File: src/verilog/didf_pkg.sv
// Constants and types of the device idle FIS dispatcher
package didf_pkg;

    // FIS type codes
    localparam logic [7:0] FIS_REG_H2D = 8'h27;
    localparam logic [7:0] FIS_DMA_SETUP = 8'h41;
    localparam logic [7:0] FIS_SET_DEV_BITS = 8'ha1;

    // Device-bits dword 0 layout
    localparam int SDB_TYPE_LSB = 0;
    localparam int SDB_I_BIT = 14;
    localparam int SDB_N_BIT = 15;
    localparam int SDB_STATUS_LSB = 16;
    localparam int SDB_ERROR_LSB = 24;
    localparam logic [7:0] SDB_STATUS_MASK = 8'h77; // Bits 3 and 7 reserved

    // Register byte offsets
    localparam logic [7:0] REG_CTRL = 8'h00;
    localparam logic [7:0] REG_DEVSTAT = 8'h04;
    localparam logic [7:0] REG_STATUS = 8'h08;
    localparam logic [7:0] REG_LAST_SDB = 8'h0c;

    // Field positions and reset values
    localparam int CTRL_NOTIFY_EN_BIT = 0;
    localparam int STAT_FLAG_BIT = 0;
    localparam int STAT_ATTN_BIT = 1;
    localparam int STAT_FIS_PEND_BIT = 2;
    localparam int STAT_STATE_LSB = 4;
    localparam logic [31:0] CTRL_RESET = 32'h0000_0000;
    localparam logic [15:0] DEVSTAT_RESET = 16'h0050;

    typedef enum logic [2:0] {
        ST_IDLE, ST_FIS_CHECK, ST_CMD_CHECK, ST_NOTIFY, ST_HANDOFF
    } didf_state_t;

    typedef enum logic [2:0] {
        TGT_NONE, TGT_SOFT_RESET, TGT_COMMAND, TGT_SET_SERVICE,
        TGT_WRITE_SETUP, TGT_READ_SETUP, TGT_SEND_STATUS, TGT_QUEUED_ERROR
    } didf_target_t;

    typedef struct packed {
        logic [7:0] fis_type;
        logic c_bit;
        logic soft_reset_bit;
        logic [7:0] command;
    } didf_fis_t;

    typedef struct packed {
        logic ready_to_complete;
        logic write_ready;
        logic read_ready;
        logic cmds_completed;
        logic cmd_failed;
        logic error;
    } didf_queue_t;

endpackage

File: src/verilog/didf_dispatcher.sv
// Device idle FIS dispatcher with APB control registers
`timescale 1ns/1ps
module didf_dispatcher
    import didf_pkg::*;
#(
    parameter bit QUEUING = 1'b1, // Command queuing built in
    parameter bit AGGREGATE = 1'b0 // Status aggregation built in
)
(
    input wire logic pclk, // Clock, 250 MHz
    input wire logic presetn, // Async reset, low
    input wire logic psel, // APB select
    input wire logic penable, // APB enable
    input wire logic pwrite, // APB direction
    input wire logic [7:0] paddr, // APB byte address
    input wire logic [31:0] pwdata, // APB write data
    output logic [31:0] prdata, // APB read data
    output logic pready, // APB ready
    output logic pslverr, // APB error
    input wire logic fis_rx_valid, // Received FIS strobe
    input wire didf_fis_t fis_rx, // Received FIS fields
    output logic fis_rx_ready, // Room for a FIS
    input wire didf_queue_t queue_ev, // Queued command conditions
    input wire logic attention_event, // Attention event pulse
    input wire logic proto_done, // Downstream protocol finished
    output logic dispatch_valid, // Dispatch pulse
    output didf_target_t dispatch_target, // Chosen destination
    output logic [7:0] dispatch_command, // Command for protocol select
    output logic sdb_valid, // Device-bits FIS offered
    output logic [31:0] sdb_dword0, // Device-bits FIS dword 0
    input wire logic sdb_ready // Transport takes device-bits FIS
);

    function automatic logic is_reg_fis(input didf_fis_t f);
        is_reg_fis = (f.fis_type == FIS_REG_H2D);
    endfunction

    didf_state_t state_q;
    didf_fis_t fis_q;
    logic fis_pend_q;
    logic flag_q;
    logic attn_q;
    logic notify_en_q;
    logic [15:0] devstat_q;
    logic [31:0] last_sdb_q;
    logic sdb_load;
    logic sdb_sent;
    logic apb_wr;
    logic apb_setup;
    logic addr_ok;
    logic take_fis;
    logic go_notify;
    didf_target_t idle_tgt;

    ////////////////////////////////////////////////////////////////////////
    // APB slave: zero wait states, read data prepared in setup
    assign apb_setup = psel & ~penable;
    assign apb_wr = psel & penable & pready & pwrite;
    assign addr_ok = (paddr == REG_CTRL) || (paddr == REG_DEVSTAT) ||
                     (paddr == REG_STATUS) || (paddr == REG_LAST_SDB);

    always_ff @(posedge pclk or negedge presetn)
    begin
        if (!presetn)
        begin
            pready <= 1'b0;
            pslverr <= 1'b0;
            prdata <= 32'h0000_0000;
        end
        else
        begin
            pready <= apb_setup;
            pslverr <= apb_setup & ~addr_ok;
            if (apb_setup && !pwrite)
            begin
                unique case (paddr)
                    REG_CTRL: prdata <= {31'h0000_0000, notify_en_q};
                    REG_DEVSTAT: prdata <= {16'h0000, devstat_q};
                    REG_STATUS: prdata <= {25'h000_0000, state_q, 1'b0, fis_pend_q,
                                           attn_q, flag_q};
                    REG_LAST_SDB: prdata <= last_sdb_q;
                    default: prdata <= 32'h0000_0000;
                endcase
            end
        end
    end

    // Software writable control; feature is off after reset
    always_ff @(posedge pclk or negedge presetn)
    begin
        if (!presetn)
        begin
            notify_en_q <= CTRL_RESET[CTRL_NOTIFY_EN_BIT];
            devstat_q <= DEVSTAT_RESET;
        end
        else if (apb_wr && paddr == REG_CTRL)
        begin
            notify_en_q <= pwdata[CTRL_NOTIFY_EN_BIT];
        end
        else if (apb_wr && paddr == REG_DEVSTAT)
        begin
            devstat_q <= pwdata[15:0];
        end
    end

    ////////////////////////////////////////////////////////////////////////
    // One-deep FIS holder so a FIS arriving outside idle waits
    assign take_fis = (state_q == ST_IDLE) && fis_pend_q;

    always_ff @(posedge pclk or negedge presetn)
    begin
        if (!presetn)
        begin
            fis_pend_q <= 1'b0;
            fis_q <= '0;
            fis_rx_ready <= 1'b1;
        end
        else
        begin
            if (fis_rx_valid && fis_rx_ready)
            begin
                fis_pend_q <= 1'b1;
                fis_q <= fis_rx;
                fis_rx_ready <= 1'b0;
            end
            else if (take_fis)
            begin
                fis_pend_q <= 1'b0;
                fis_rx_ready <= 1'b1;
            end
        end
    end

    // Attention is sticky; a new event beats the clear
    always_ff @(posedge pclk or negedge presetn)
    begin
        if (!presetn)
        begin
            attn_q <= 1'b0;
        end
        else if (attention_event)
        begin
            attn_q <= 1'b1;
        end
        else if (sdb_sent)
        begin
            attn_q <= 1'b0;
        end
    end

    ////////////////////////////////////////////////////////////////////////
    // Idle branch choice; a received FIS always comes first
    always_comb
    begin
        idle_tgt = TGT_NONE;
        if (QUEUING && !fis_pend_q)
        begin
            if (queue_ev.cmd_failed)
            begin
                idle_tgt = TGT_QUEUED_ERROR;
            end
            else if (queue_ev.ready_to_complete)
            begin
                idle_tgt = TGT_SET_SERVICE;
            end
            else if (!queue_ev.error)
            begin
                // Aggregating parts may run data first; others must report status first
                if (queue_ev.cmds_completed && !(AGGREGATE &&
                    (queue_ev.write_ready || queue_ev.read_ready)))
                begin
                    idle_tgt = TGT_SEND_STATUS;
                end
                else if (queue_ev.write_ready)
                begin
                    idle_tgt = TGT_WRITE_SETUP;
                end
                else if (queue_ev.read_ready)
                begin
                    idle_tgt = TGT_READ_SETUP;
                end
            end
        end
    end

    assign go_notify = notify_en_q && attn_q && !flag_q && !fis_pend_q;

    ////////////////////////////////////////////////////////////////////////
    // Dispatcher state machine
    always_ff @(posedge pclk or negedge presetn)
    begin
        if (!presetn)
        begin
            state_q <= ST_IDLE;
            dispatch_valid <= 1'b0;
            dispatch_target <= TGT_NONE;
            dispatch_command <= 8'h00;
        end
        else
        begin
            dispatch_valid <= 1'b0;
            unique case (state_q)
                ST_IDLE:
                begin
                    if (fis_pend_q)
                    begin
                        state_q <= ST_FIS_CHECK;
                    end
                    else if (idle_tgt != TGT_NONE)
                    begin
                        state_q <= ST_HANDOFF;
                        dispatch_valid <= 1'b1;
                        dispatch_target <= idle_tgt;
                    end
                    else if (go_notify)
                    begin
                        state_q <= ST_NOTIFY;
                    end
                end
                ST_FIS_CHECK:
                begin
                    if (is_reg_fis(fis_q) && fis_q.c_bit)
                    begin
                        state_q <= ST_CMD_CHECK;
                        dispatch_command <= fis_q.command; // Taken before the holder refills
                    end
                    else if (is_reg_fis(fis_q) && fis_q.soft_reset_bit)
                    begin
                        state_q <= ST_HANDOFF;
                        dispatch_valid <= 1'b1;
                        dispatch_target <= TGT_SOFT_RESET;
                    end
                    else
                    begin
                        // Soft reset clear, DMA setup, or unknown type: drop
                        state_q <= ST_IDLE;
                    end
                end
                ST_CMD_CHECK:
                begin
                    state_q <= ST_HANDOFF;
                    dispatch_valid <= 1'b1;
                    dispatch_target <= TGT_COMMAND;
                end
                ST_NOTIFY:
                begin
                    if (sdb_sent)
                    begin
                        state_q <= ST_IDLE;
                    end
                end
                ST_HANDOFF:
                begin
                    // Protocol bodies live outside; wait for them to finish
                    if (proto_done)
                    begin
                        state_q <= ST_IDLE;
                        dispatch_target <= TGT_NONE;
                    end
                end
            endcase
        end
    end

    // Outstanding flag: set when the FIS goes out, cleared on command check
    always_ff @(posedge pclk or negedge presetn)
    begin
        if (!presetn)
        begin
            flag_q <= 1'b0;
        end
        else if (sdb_sent)
        begin
            flag_q <= 1'b1;
        end
        else if (state_q == ST_CMD_CHECK)
        begin
            flag_q <= 1'b0;
        end
    end

    // Keep a copy of the last notification for software
    always_ff @(posedge pclk or negedge presetn)
    begin
        if (!presetn)
        begin
            last_sdb_q <= 32'h0000_0000;
        end
        else if (sdb_sent)
        begin
            last_sdb_q <= sdb_dword0;
        end
    end

    assign sdb_load = (state_q == ST_NOTIFY);

    ////////////////////////////////////////////////////////////////////////
    // Device-bits FIS builder
    didf_sdb_builder u_sdb (
        .pclk(pclk),
        .presetn(presetn),
        .load(sdb_load),
        .status_in(devstat_q[7:0]),
        .error_in(devstat_q[15:8]),
        .tx_ready(sdb_ready),
        .tx_valid(sdb_valid),
        .tx_dword0(sdb_dword0),
        .sent(sdb_sent)
    );

    ////////////////////////////////////////////////////////////////////////
    // Checks
    property p_fis_first;
        @(posedge pclk) disable iff (!presetn)
        (state_q == ST_IDLE && fis_pend_q) |=> (state_q == ST_FIS_CHECK);
    endproperty
    a_fis_first: assert property (p_fis_first) else $error("FIS not checked");

    property p_cmd_path;
        @(posedge pclk) disable iff (!presetn)
        (state_q == ST_FIS_CHECK && is_reg_fis(fis_q) && fis_q.c_bit) |=> (state_q == ST_CMD_CHECK)
        ##1 (dispatch_valid && dispatch_target == TGT_COMMAND);
    endproperty
    a_cmd_path: assert property (p_cmd_path) else $error("Command path wrong");

    property p_soft_reset_bit;
        @(posedge pclk) disable iff (!presetn)
        (state_q == ST_FIS_CHECK && is_reg_fis(fis_q) && !fis_q.c_bit && fis_q.soft_reset_bit)
        |=> (dispatch_valid && dispatch_target == TGT_SOFT_RESET);
    endproperty
    a_soft_reset_bit: assert property (p_soft_reset_bit) else $error("Soft reset missed");

    property p_drop;
        @(posedge pclk) disable iff (!presetn)
        (state_q == ST_FIS_CHECK && !is_reg_fis(fis_q)) |=> (state_q == ST_IDLE && !dispatch_valid);
    endproperty
    a_drop: assert property (p_drop) else $error("FIS not dropped");

    property p_clear_flag;
        @(posedge pclk) disable iff (!presetn)
        (state_q == ST_CMD_CHECK) |=> !flag_q;
    endproperty
    a_clear_flag: assert property (p_clear_flag) else $error("Flag not cleared");

    property p_notify_gate;
        @(posedge pclk) disable iff (!presetn)
        (state_q != ST_NOTIFY) ##1 (state_q == ST_NOTIFY) |->
        $past(notify_en_q) && $past(attn_q) && !$past(flag_q);
    endproperty
    a_notify_gate: assert property (p_notify_gate) else $error("Bad notify entry");

    property p_n_bit;
        @(posedge pclk) disable iff (!presetn)
        $rose(sdb_valid) |-> sdb_dword0[SDB_N_BIT] && sdb_dword0[SDB_I_BIT] &&
        sdb_dword0[7:0] == FIS_SET_DEV_BITS && sdb_dword0[11:8] == 4'h0 && $past(notify_en_q);
    endproperty
    a_n_bit: assert property (p_n_bit) else $error("Bad device-bits FIS");

    property p_flag_set;
        @(posedge pclk) disable iff (!presetn)
        sdb_sent |=> flag_q && state_q == ST_IDLE;
    endproperty
    a_flag_set: assert property (p_flag_set) else $error("Flag not set");

    property p_status_first;
        @(posedge pclk) disable iff (!presetn)
        (state_q == ST_IDLE && !fis_pend_q && !AGGREGATE && QUEUING && queue_ev.cmds_completed &&
         !queue_ev.error && !queue_ev.cmd_failed && !queue_ev.ready_to_complete)
        |=> (dispatch_target == TGT_SEND_STATUS);
    endproperty
    a_status_first: assert property (p_status_first) else $error("Status not first");

    property p_no_queue;
        @(posedge pclk) disable iff (!presetn)
        !QUEUING |-> !(dispatch_target inside {TGT_SET_SERVICE, TGT_WRITE_SETUP,
                       TGT_READ_SETUP, TGT_SEND_STATUS, TGT_QUEUED_ERROR});
    endproperty
    a_no_queue: assert property (p_no_queue) else $error("Queue branch taken");

    c_notify: cover property (@(posedge pclk) disable iff (!presetn) sdb_sent);
    c_command: cover property (@(posedge pclk) disable iff (!presetn)
        dispatch_valid && dispatch_target == TGT_COMMAND);
    c_write: cover property (@(posedge pclk) disable iff (!presetn)
        dispatch_valid && dispatch_target == TGT_WRITE_SETUP);

endmodule // didf_dispatcher

File: src/verilog/didf_sdb_builder.sv
// Device-bits FIS builder with transmit handshake
`timescale 1ns/1ps
module didf_sdb_builder
    import didf_pkg::*;
(
    input wire logic pclk, // Clock
    input wire logic presetn, // Async reset, low
    input wire logic load, // Build and offer a notification FIS
    input wire logic [7:0] status_in, // Current status byte
    input wire logic [7:0] error_in, // Current error byte
    input wire logic tx_ready, // Transport takes the FIS
    output logic tx_valid, // FIS offered
    output logic [31:0] tx_dword0, // FIS dword 0
    output logic sent // FIS taken this cycle
);

    ////////////////////////////////////////////////////////////////////////
    // Offer held until taken; reserved fields left zero
    always_ff @(posedge pclk or negedge presetn)
    begin
        if (!presetn)
        begin
            tx_valid <= 1'b0;
            tx_dword0 <= 32'h0000_0000;
        end
        else if (load && !tx_valid)
        begin
            tx_valid <= 1'b1;
            tx_dword0 <= 32'h0000_0000;
            tx_dword0[SDB_TYPE_LSB +: 8] <= FIS_SET_DEV_BITS;
            tx_dword0[SDB_I_BIT] <= 1'b1;
            tx_dword0[SDB_N_BIT] <= 1'b1;
            tx_dword0[SDB_STATUS_LSB +: 8] <= status_in & SDB_STATUS_MASK;
            tx_dword0[SDB_ERROR_LSB +: 8] <= error_in;
        end
        else if (tx_valid && tx_ready)
        begin
            tx_valid <= 1'b0;
        end
    end

    // Acceptance strobe back to the dispatcher
    assign sent = tx_valid & tx_ready;

endmodule // didf_sdb_builder

File: config.mk
export PLATFORM = sky130hd
export DESIGN_NAME = didf_dispatcher
export DESIGN_NICKNAME = d
export VERILOG_FILES = /design/src/verilog/didf_pkg.sv /design/src/verilog/didf_dispatcher.sv /design/src/verilog/didf_sdb_builder.sv
export SDC_FILE = /design/constraint.sdc
export NUM_CORES = 1
export LEC_CHECK = 0
export ABC_AREA = 0
export BUFFER_PORTS_ARGS = -buffer_cell sky130_fd_sc_hd__buf_2
export CAP_MARGIN = 20
export CORE_MARGIN = 3
export CORE_UTILIZATION = 48
export DETAILED_ROUTE_END_ITERATION = 8
export GPL_TIMING_DRIVEN = 0
export HOLD_SLACK_MARGIN = 0.1
export PLACE_DENSITY = 0.77
export SLEW_MARGIN = 10
export SYNTH_ARGS = -nofsm -noshare
export SYNTH_HDL_FRONTEND = slang
export SYNTH_HIERARCHICAL = 1
export SYNTH_SLANG_ARGS = --single-unit
File: constraint.sdc
create_clock -name pclk -period 1.8 [get_ports pclk]
set_input_delay 0.18 -clock pclk [delete_from_list [all_inputs] [get_ports pclk]]
set_output_delay 0.18 -clock pclk [all_outputs]
set_load 0.03 [all_outputs]
==> results of run 1 <==
==> power by group through the flow <==
stage / Sequential [mW] / Combinational [mW] / Clock, mW
after floorplan: 3.95 / 1.15 / 0
after global placement: 3.87 / 1.65 / 0
after detailed placement: 3.91 / 1.73 / 0
after CTS: 3.85 / 1.89 / 3.53
after global routing: 3.94 / 2.10 / 3.67
final: 3.87 / 1.94 / 3.48
==> through the flow <==
step | utilization (%) | cells
final | 66.8 | 775
after global placement | 57.0 | 699
after CTS | 66.3 | 773
after global routing | 66.8 | 775
after floorplan | - | 435
after detailed placement | 57.3 | 700
==> synth_stat cells, types with 2 or more instances <==
library cell,n
a21oi_1,3
a22o_1,16
a22oi_1,6
and2_1,2
buf_1,3
buf_2,2
buf_4,17
buf_6,2
clkbuf_1,13
dfrtp_1,133
dfstp_2,3
inv_1,9
mux2_2,77
mux2_4,17
mux2i_1,12
nand2_1,26
nand2b_1,3
nand3_1,2
nand3b_1,4
nand4_1,3
nor2_1,10
nor2b_1,4
nor3_1,3
nor3b_1,2
nor4_1,3
o21ai_0,24
o32ai_1,2
==> per-layer routing <==
layer  wire length [µm]  vias up
met4                402        0
met3                602       34
met2               6840      134
li1                   -     1883
met5                  0        -
met1               6060     1987
==> state kept, by name, indices dropped and copies added, names as in the netlist <==
name              flops
last_sdb_q           32
prdata               32
fis_q                18
devstat_q            16
u_sdb/tx_dword0      15
dispatch_command      8
dispatch_target       3
state_q               3
attn_q                1
dispatch_valid        1
fis_pend_q            1
fis_rx_ready          1
flag_q                1
notify_en_q           1
pready                1
pslverr               1
u_sdb/tx_valid        1
==> kinds of logic (layout without fill, tap and decap cells) <==
logic type | Yosys count | in the layout | share of synthesized area [%]
AO/OA/AOI/OAI | 61 | 61 | 7.29
XOR/XNOR | 1 | 1 | 0.152
buffers and inverters | 47 | 244 | 4.77
flip-flops | 136 | 136 | 59.3
multiplexers | 107 | 107 | 22.0
other | 1 | 13 | 0.0652
AND/OR/NAND/NOR | 70 | 70 | 6.46
==> worst paths after layout <==
path                                        start                              end  slack, ns  depth (start not counted)
hold / removal                        queue_ev[4]   dispatch_target[0]$_DFFE_PN0P_       0.12                          4
hold reg to reg             prdata[1]$_DFFE_PN0P_            prdata[1]$_DFFE_PN0P_       0.47                          2
min in group asynchronous                 presetn  dispatch_command[3]$_DFFE_PN0P_       0.26                          2
setup / recovery           state_q[1]$_DFFE_PN0P_  dispatch_command[6]$_DFFE_PN0P_      -0.27                          4
max in group asynchronous                 presetn         devstat_q[6]$_DFFE_PN1P_       0.75                          3
setup reg to reg           state_q[1]$_DFFE_PN0P_  dispatch_command[6]$_DFFE_PN0P_      -0.27                          4
==> worst max-delay path, stage by stage (launching register included) <==
cell	delay (ns)
dfrtp_1	0.43
or4b_4	0.55
or4_4	0.50
buf_8	0.17
mux2_4	0.30
==> what timing repair did <==
action | CTS | global route
hold buffers | 39 | 0
pin swaps | 1 | 2
hold endpoints to repair | 84 | 0
gates cloned | 0 | 1
buffers inserted | 4 | 2
gates resized for setup | 5 | 15
endpoints found under the setup margin | 59 | 46
==> area by class of cell <==
cell class                      count  area share (%)
Clock inverter                      6            1.12
Sequential cell                   136            44.1
Timing Repair Buffer              168            14.3
Inverter                            9           0.470
Multi-Input combinational cell    252            27.7
Tap cell                          143            2.32
Clock buffer                       26            6.72
Buffer                             35            3.24
==> impl_metrics.py, run 1 <==
metrics = {
    "pwr": {
        "vdd_drop_max_v": 0.000659,
        "internal-power_mw": 6.77,
        "power_density_nw_per_um2": 1200,
        "p_leak_nw": 3.96,
        "combPwrFrac_pct": 20.9,
        "p_seq_share_pct": 41.7,
        "p_sw_share_pct": 27.1,
        "p_total_mw": 9.29,
        "power_switching_mw": 2.52,
        "pwr-share-clk_pct": 37.4,
    },
    "sta": {
        "hold_viol_final": 0,
        "fin_skew_ns": 0.00719,
        "period_needed_ns": 2.07,
        "timing.final.crit_share_pct": 115,
        "hold-worst-slack_ns": 0.116,
        "rsz0062_at_grt": "yes",
        "slew-limit-headroom_pct": 47.9,
        "final.setup.tns_ns": -3.46,
        "tightest_slew_ns": 0.782,
        "worst_slack_ns": -0.265,
        "setup_viol": 22,
        "fmax_mhz": 484,
        "slew_violations": 0,
    },
    "place": {
        "dp_slack_ns": -0.385,
        "dpl.hpwl_um": 9660,
        "place_congestion": 0.831,
        "port-buffer-count": 121,
        "dpl_cell_area_um2": 6630,
    },
    "route": {
        "drt_iter0_drc": 235,
        "firstDrtPassIters": 5,
        "viasPerCell": 5.21,
        "post-route-drc-count": 0,
        "drt_wl_total_um": 13900,
        "vias": 4038,
        "wire_per_inst_um": 18.0,
        "drtAntennaViolNets": 0,
    },
    "clock_tree": {
        "cts_sinks": 136,
        "clk_pin_slew_ns": 0.05,
        "htree_levels": 4,
        "clk_latency_ns": 0.41,
        "cts_root_buffer": "clkbuf_16",
        "clockBufferDepth": 2,
        "numCtsBuffers": 17,
        "cts_tree": "built",
    },
    "floorplan": {
        "start_util_pct": 49.7,
        "core_area_um2": 11600,
        "die_x_um": 115,
        "io_pins": 153,
        "rows": 39,
        "die-area_um2": 13300,
        "fp.dieH_um": 115,
    },
    "yosys": {
        "syn_avg_cell_area_um2": 13.6,
        "synthCells": 423,
        "synth_area_leaders": "dfrtp_1 58%, mux2_2 15%, mux2_4 4.4%",
        "ys_ff_latch": 136,
        "seq_area_frac_synth_pct": 59.3,
        "synth.top_cell.area_share_pct": 57.9,
        "ys.flop_type": "dfrtp_1",
        "synthArstFlopShare_pct": 100,
        "syn-cell-area_um2": 5750,
        "ys_warn_count": 6,
        "synth_cell_type_count": 49,
        "synth_edf_count": 0,
        "yosysTopAreaCell": "dfrtp_1",
    },
    "critical_path": {
        "end_kind": "register",
        "crit_fanout": 9,
        "arrival_ns": 2.35,
        "critPathRequiredTime_ns": 2.09,
        "critPathKind": "reg2reg",
        "start_kind": "register",
    },
    "global_routing": {
        "grtUsageMet1_pct": 27.9,
        "grt.total_usage_pct": 21.8,
        "grt_pass1_vias": 4302,
        "overflow": 0,
        "grt_antenna_before_repair": 0,
        "top_usage_layer": "met2",
        "grt_max_degree": 92,
        "gr-usage-met2_pct": 35.7,
        "met3_usage_pct": 4.91,
        "grt_pass1_wl_um": 22100,
    },
    "run": {
        "drv_cap": 0,
    },
    "status": {
        "status": "finished, violations left",
        "violations": "setup timing",
    },
    "layout": {
        "n_antenna_cell": 0,
        "layout_common_cells": "133 x dfrtp_1, 124 x buf_2, 77 x mux2_2, 39 x dlygate4sd3_1, 25 x nand2_1",
        "layout_commonest_cell": "dfrtp_1",
        "post-route-cell-area_um2": 7720,
        "nFillCells": 839,
        "area_growth_pct": 34.4,
        "multiInputGateArea_um2": 2140,
        "drive_above_1_share_pct": 47.0,
        "nNetsFinal": 692,
        "register_area_um2": 3410,
    },
    "worst_hold_path": {
        "hold_class": "in2reg",
    },
}
(Power assumes the default switching activity.)
==> inputs of run 2 (changes only) <==
--- a/config.mk
+++ b/config.mk
@@ -8,12 +8,13 @@
 export ABC_AREA = 0
 export BUFFER_PORTS_ARGS = -buffer_cell sky130_fd_sc_hd__buf_2
 export CAP_MARGIN = 20
+export CORE_ASPECT_RATIO = 0.75
 export CORE_MARGIN = 3
 export CORE_UTILIZATION = 48
 export DETAILED_ROUTE_END_ITERATION = 8
 export GPL_TIMING_DRIVEN = 0
 export HOLD_SLACK_MARGIN = 0.1
-export PLACE_DENSITY = 0.77
+export PLACE_DENSITY = 0.87
 export SLEW_MARGIN = 10
 export SYNTH_ARGS = -nofsm -noshare
 export SYNTH_HDL_FRONTEND = slang
==> run 2 against run 1 <==
Critical endpoint is now dispatch_command[0]$_DFFE_PN0P_; sequential power increased by 1%; the run still ends with setup timing left; routed wire length increased by 20%; critical path depth decreased by 1; die area grew 0.11%.
==> impl_metrics.py, run 2 (synthesized netlist as in run 1, its figures left out) <==
metrics = {
    "critical_path": {
        "r2r_slack_ns": -0.26,
        "slowest_stage": "or4_4",
        "cp_num_buf_inv": 0,
        "critPathKind": "reg2reg",
        "critPathMaxStageDelay_ns": 0.62,
        "critPathRequiredTime_ns": 2.10,
        "end_kind": "register",
        "crit_fanout": 4,
        "r2r_start": "state_q[1]$_DFFE_PN0P_",
        "r2r-end": "dispatch_command[0]$_DFFE_PN0P_",
        "crit_chain": "or4b_4 > or4_4 > mux2_4",
        "arrival_ns": 2.36,
        "start_kind": "register",
        "r2r.worst_path.cells": 3,
        "cp_top_family": "simple AND/OR/NAND/NOR gates",
    },
    "floorplan": {
        "die-area_um2": 13300,
        "start_util_pct": 50.8,
        "fp.dieH_um": 101,
        "die_x_um": 132,
        "io_pins": 153,
        "rows": 33,
        "core_area_um2": 11300,
    },
    "pwr": {
        "p_seq_share_pct": 40.8,
        "pwr-share-clk_pct": 36.4,
        "vdd_drop_max_v": 0.000804,
        "power_switching_mw": 2.78,
        "internal-power_mw": 6.81,
        "p_leak_nw": 4.02,
        "p_total_mw": 9.60,
        "power_density_nw_per_um2": 1220,
        "combPwrFrac_pct": 22.8,
        "p_sw_share_pct": 29.0,
    },
    "route": {
        "vias": 4463,
        "post-route-drc-count": 0,
        "firstDrtPassIters": 7,
        "drtAntennaViolNets": 0,
        "wire_per_inst_um": 20.8,
        "viasPerCell": 5.59,
        "drt_iter0_drc": 301,
        "drt_wl_total_um": 16600,
    },
    "worst_hold_path": {
        "whs_endpoint": "u_sdb/tx_valid$_DFFE_PN0P_",
        "min-delay-start": "sdb_ready",
        "hold_path_depth": 3,
        "hold_class": "in2reg",
    },
    "layout": {
        "drive_above_1_share_pct": 48.4,
        "biggestRegsByFlops": "last_sdb_q (32), prdata (32), fis_q (18)",
        "layout_common_cells": "132 x dfrtp_1, 121 x buf_2, 72 x mux2_2, 39 x dlygate4sd3_1, 28 x buf_4",
        "n_antenna_cell": 0,
        "area_growth_pct": 37.0,
        "nNetsFinal": 701,
        "layout_commonest_cell": "dfrtp_1",
        "nFillCells": 764,
    },
    "status": {
        "status": "finished, violations left",
        "violations": "setup timing",
    },
    "sta": {
        "timing.final.crit_share_pct": 115,
        "fmax_mhz": 485,
        "period_needed_ns": 2.06,
        "worst_slack_ns": -0.264,
        "final.setup.tns_ns": -4.40,
        "hold_viol_final": 0,
        "setup_viol": 28,
        "slew-limit-headroom_pct": 46.8,
        "slew_violations": 0,
        "rsz0062_at_grt": "yes",
        "tightest_slew_ns": 0.798,
        "fin_skew_ns": 0.0117,
    },
    "run": {
        "drv_cap": 0,
    },
    "global_routing": {
        "grt_pass1_vias": 4752,
        "grt.total_usage_pct": 25.5,
        "overflow": 0,
        "grt_antenna_before_repair": 0,
        "grt_pass1_wl_um": 26300,
        "grt_max_degree": 70,
    },
    "clock_tree": {
        "clk_pin_slew_ns": 0.06,
        "clk_latency_ns": 0.42,
        "cts_tree": "built",
        "htree_levels": 4,
        "clockBufferDepth": 2,
        "numCtsBuffers": 17,
        "cts_sinks": 136,
        "cts_root_buffer": "clkbuf_16",
    },
    "place": {
        "port-buffer-count": 121,
        "dp_slack_ns": -0.354,
        "dpl.hpwl_um": 10200,
        "place_congestion": 0.835,
    },
}
run 2: cell type report:
class / instances / area [µm²] / area share (%)
plain buffers: 36 / 269 / 3.41
clock buffers: 25 / 505 / 6.42
clock inverters: 7 / 90.1 / 1.14
inverters: 9 / 36.3 / 0.461
multi-input cells: 253 / 2200 / 28.0
flip-flops and latches: 136 / 3410 / 43.3
well taps: 157 / 196 / 2.49
repair buffers: 175 / 1170 / 14.8
run 2: worst max-delay path by stage:
stage / from / end / slack (ns) / depth (start not counted)
after floorplan: state_q[2]$_DFFE_PN0P_ / dispatch_command[0]$_DFFE_PN0P_ / -0.18 / 4
after global placement: presetn / pslverr$_DFF_PN0_ / -1.13 / 1
after detailed placement: penable / prdata[30]$_DFFE_PN0P_ / -0.35 / 6
after CTS: state_q[1]$_DFFE_PN0P_ / dispatch_command[4]$_DFFE_PN0P_ / -0.23 / 3
after global routing: state_q[1]$_DFFE_PN0P_ / dispatch_command[2]$_DFFE_PN0P_ / -0.27 / 3
final: state_q[1]$_DFFE_PN0P_ / dispatch_command[0]$_DFFE_PN0P_ / -0.26 / 3
run 2: power by group through the flow:
stage | clock [mW] | sequential, mW | combinational, mW
2_1_floorplan | 0 | 3.95 | 1.15
3_3_place_gp | 0 | 3.86 | 1.64
3_5_place_dp | 0 | 3.91 | 1.74
4_1_cts | 3.50 | 3.87 | 2.04
5_1_grt | 3.66 | 3.97 | 2.31
6_report | 3.49 | 3.92 | 2.19
run 2: through the flow:
stage	instance area, µm²	hold WS (ns)	utilization (%)	std cells
2_1_floorplan	5810	-0.116	-	435
3_3_place_gp	6620	0.335	58.5	713
3_5_place_dp	6650	0.221	58.8	714
4_1_cts	7800	0.104	69.0	796
5_1_grt	7880	0.103	69.6	798
6_report	7880	0.104	69.6	798
run 2: per-layer routing:
metal  up-vias  routed length, µm  part of all wire, %  track usage, %
li1       1905                  -                    -               -
met1      2221               6700                   40            32.6
met2       262               7900                   48            41.7
met3        75               1290                  7.8            6.89
met4         0                738                  4.4            10.9
met5         -                  0                    0               0
run 2: repair_timing:
item,in CTS,in global routing
hold endpoints to repair,105,0
hold buffers,39,0
gates cloned,1,1
setup endpoints to repair,44,69
buffers inserted,12,1
resized for setup,18,17
pin swaps,5,3
run 2: tightest hold or removal path: cells and delay by family:
kind / cells / cell delay [ns]
buffers and inverters: 1 / 0.08
AND/OR/NAND/NOR: 2 / 0.22
==> inputs of run 3 (changes only) <==
--- a/config.mk
+++ b/config.mk
@@ -10,11 +10,13 @@
 export CAP_MARGIN = 20
 export CORE_ASPECT_RATIO = 0.75
 export CORE_MARGIN = 3
-export CORE_UTILIZATION = 48
+export CORE_UTILIZATION = 49
+export CTS_BUF_LIST = sky130_fd_sc_hd__clkbuf_8
 export DETAILED_ROUTE_END_ITERATION = 8
+export GPL_ROUTABILITY_DRIVEN = 0
 export GPL_TIMING_DRIVEN = 0
 export HOLD_SLACK_MARGIN = 0.1
-export PLACE_DENSITY = 0.87
+export PLACE_DENSITY = 0.88
 export SLEW_MARGIN = 10
 export SYNTH_ARGS = -nofsm -noshare
 export SYNTH_HDL_FRONTEND = slang
==> constraint.sdc (replaced) <==
create_clock -name pclk -period 1.7 [get_ports pclk]
set_input_delay 0.17 -clock pclk [delete_from_list [all_inputs] [get_ports pclk]]
set_output_delay 0.17 -clock pclk [all_outputs]
set_load 0.03 [all_outputs]
==> run 3 against run 2 <==
The run still ends with setup timing left; register-to-register slack lost 0.14 ns; final cell count grew 0.38%; die area shrank 1.9%; count of clock-buffer cells in the layout shrank 7; design area shrank 2.0%; utilization shrank 0.67 points; sequential cell count is the same; critical path depth grew 1; routed wire length shrank 3.8%.
==> impl_metrics.py, run 3 (synthesized netlist as in run 1, its figures left out) <==
metrics = {
    "status": {
        "status": "finished, violations left",
        "violations": "setup timing",
    },
    "route": {
        "drt_wl_total_um": 16000,
        "post-route-drc-count": 0,
        "drtAntennaViolNets": 0,
        "wire_per_inst_um": 20.0,
        "viasPerCell": 5.41,
        "drt_iter0_drc": 392,
        "vias": 4334,
        "firstDrtPassIters": 5,
    },
    "sta": {
        "hold_viol_final": 0,
        "slew_violations": 0,
        "worst_slack_ns": -0.403,
        "rsz0062_at_grt": "yes",
        "period_needed_ns": 2.10,
        "fmax_mhz": 476,
        "setup_viol": 30,
        "timing.final.crit_share_pct": 124,
        "fin_skew_ns": 0.0192,
        "slew-limit-headroom_pct": 46.5,
        "tightest_slew_ns": 0.802,
        "hold-worst-slack_ns": 0.147,
    },
    "floorplan": {
        "die-area_um2": 13100,
        "fp.dieH_um": 99.8,
        "start_util_pct": 51.4,
        "io_pins": 153,
        "die_x_um": 131,
        "rows": 33,
        "core_area_um2": 11200,
    },
    "critical_path": {
        "slowest_stage": "or4b_4",
        "crit_fanout": 9,
        "cp_num_buf_inv": 1,
        "end_kind": "register",
        "cp_top_family": "simple AND/OR/NAND/NOR gates",
        "critPathMaxStageDelay_ns": 0.58,
        "arrival_ns": 2.41,
        "critPathKind": "reg2reg",
        "critPathRequiredTime_ns": 2.01,
        "crit_chain": "or4b_4 > or4_4 > buf_8 > mux2_4",
        "start_kind": "register",
    },
    "pwr": {
        "p_seq_share_pct": 45.4,
        "internal-power_mw": 6.33,
        "p_sw_share_pct": 30.6,
        "power_density_nw_per_um2": 1180,
        "p_total_mw": 9.11,
        "power_switching_mw": 2.78,
        "combPwrFrac_pct": 24.7,
        "vdd_drop_max_v": 0.000511,
        "p_leak_nw": 3.95,
        "pwr-share-clk_pct": 30.0,
    },
    "place": {
        "dpl.hpwl_um": 10100,
        "port-buffer-count": 121,
        "placedCellCount": 714,
        "dpl_cell_area_um2": 6650,
    },
    "run": {
        "drv_cap": 0,
    },
    "global_routing": {
        "grt_antenna_before_repair": 0,
        "grt.total_usage_pct": 24.5,
        "overflow": 0,
        "grt_max_degree": 77,
        "grt_pass1_vias": 4521,
        "grt_pass1_wl_um": 24500,
    },
    "layout": {
        "final_util_pct": 69.0,
        "n_antenna_cell": 0,
        "nNetsFinal": 704,
        "post-route-cell-area_um2": 7720,
        "layout_commonest_cell": "dfrtp_1",
        "biggestRegsByFlops": "last_sdb_q (32), prdata (32), fis_q (18)",
        "layout_common_cells": "132 x dfrtp_1, 123 x buf_2, 72 x mux2_2, 42 x dlygate4sd3_1, 27 x buf_4",
        "area_growth_pct": 34.2,
        "drive_above_1_share_pct": 48.3,
        "finalNonFillerCells": 801,
    },
    "clock_tree": {
        "clk_pin_slew_ns": 0.08,
        "numCtsBuffers": 17,
        "cts_tree": "built",
        "cts_sinks": 136,
        "clk_latency_ns": 0.44,
        "clockBufferDepth": 2,
        "cts_root_buffer": "clkbuf_8",
        "htree_levels": 4,
    },
    "worst_hold_path": {
        "hold_class": "in2reg",
    },
}
==> run 3: cell count changes in the layout (fill, tap and decap cells not counted), sizes merged <==
cell         previous run  this run
clkbuf                 42        31
buf                   155       160
clkinv                  3         7
dlygate4sd3            39        42
inv                     9        11
bufinv                  2         3
or4                     3         2
==> run 3: area by class of cell <==
| class | count | area (µm²) |
|---|---|---|
| plain buffers | 36 | 274 |
| clock buffers | 18 | 248 |
| clock inverters | 14 | 159 |
| fillers | 737 | 3470 |
| inverters | 9 | 41.3 |
| multi-input cells | 252 | 2170 |
| flip-flops and latches | 136 | 3410 |
| well taps | 157 | 196 |
| repair buffers | 179 | 1220 |
==> run 3: worst min-delay path, delay by kind of cell <==
family          cells  cell delay, ns
compound gates      1            0.11
buf+inv             1            0.10
mux                 1            0.14
==> run 3: power groups by stage <==
stage	registers (mW)	logic [mW]	clock network [mW]
3_3_place_gp	4.09	1.73	0
6_report	4.13	2.25	2.73
2_1_floorplan	4.18	1.22	0
4_1_cts	4.09	2.08	2.76
3_5_place_dp	4.15	1.84	0
5_1_grt	4.18	2.38	2.93
==> run 3: final timing paths <==
check                                        from                               to  slack (ns)  cells after the start
max                        state_q[1]$_DFFE_PN0P_  dispatch_command[3]$_DFFE_PN0P_       -0.40                      4
min                                   queue_ev[1]   dispatch_target[2]$_DFFE_PN0P_        0.15                      3
max reg2reg                state_q[1]$_DFFE_PN0P_  dispatch_command[3]$_DFFE_PN0P_       -0.40                      4
min reg2reg                prdata[12]$_DFFE_PN0P_           prdata[12]$_DFFE_PN0P_        0.48                      2
max in group asynchronous                 presetn         devstat_q[4]$_DFFE_PN1P_        0.62                      3
min in group asynchronous                 presetn  dispatch_command[3]$_DFFE_PN0P_        0.29                      2
==> run 3: what timing repair did <==
action / CTS / global route
resized for setup: 22 / 9
hold buffers: 42 / 0
setup endpoints to repair: 75 / 84
hold endpoints to repair: 102 / 0
cloned: 1 / 0
setup buffers: 10 / 4
pin swaps: 3 / 2
==> run 3: metal layers <==
| metal | vias up | global-route usage, % | routed length (µm) |
|---|---|---|---|
| met3 | 45 | 5.37 | 1040 |
| met2 | 202 | 39.7 | 7950 |
| met5 | - | 0 | 0 |
| li1 | 1903 | - | - |
| met1 | 2184 | 32.1 | 6580 |
| met4 | 0 | 10.4 | 441 |
==> run 3: per-stage QoR <==
step / setup WS, ns / TNS, ns
finish: -0.403 / -9.02
global route: -0.432 / -10.33
CTS: -0.365 / -5.84
detailed placement: -0.436 / -17.92
global placement: -1.45 / -179.09
floorplan: -0.279 / -3.49
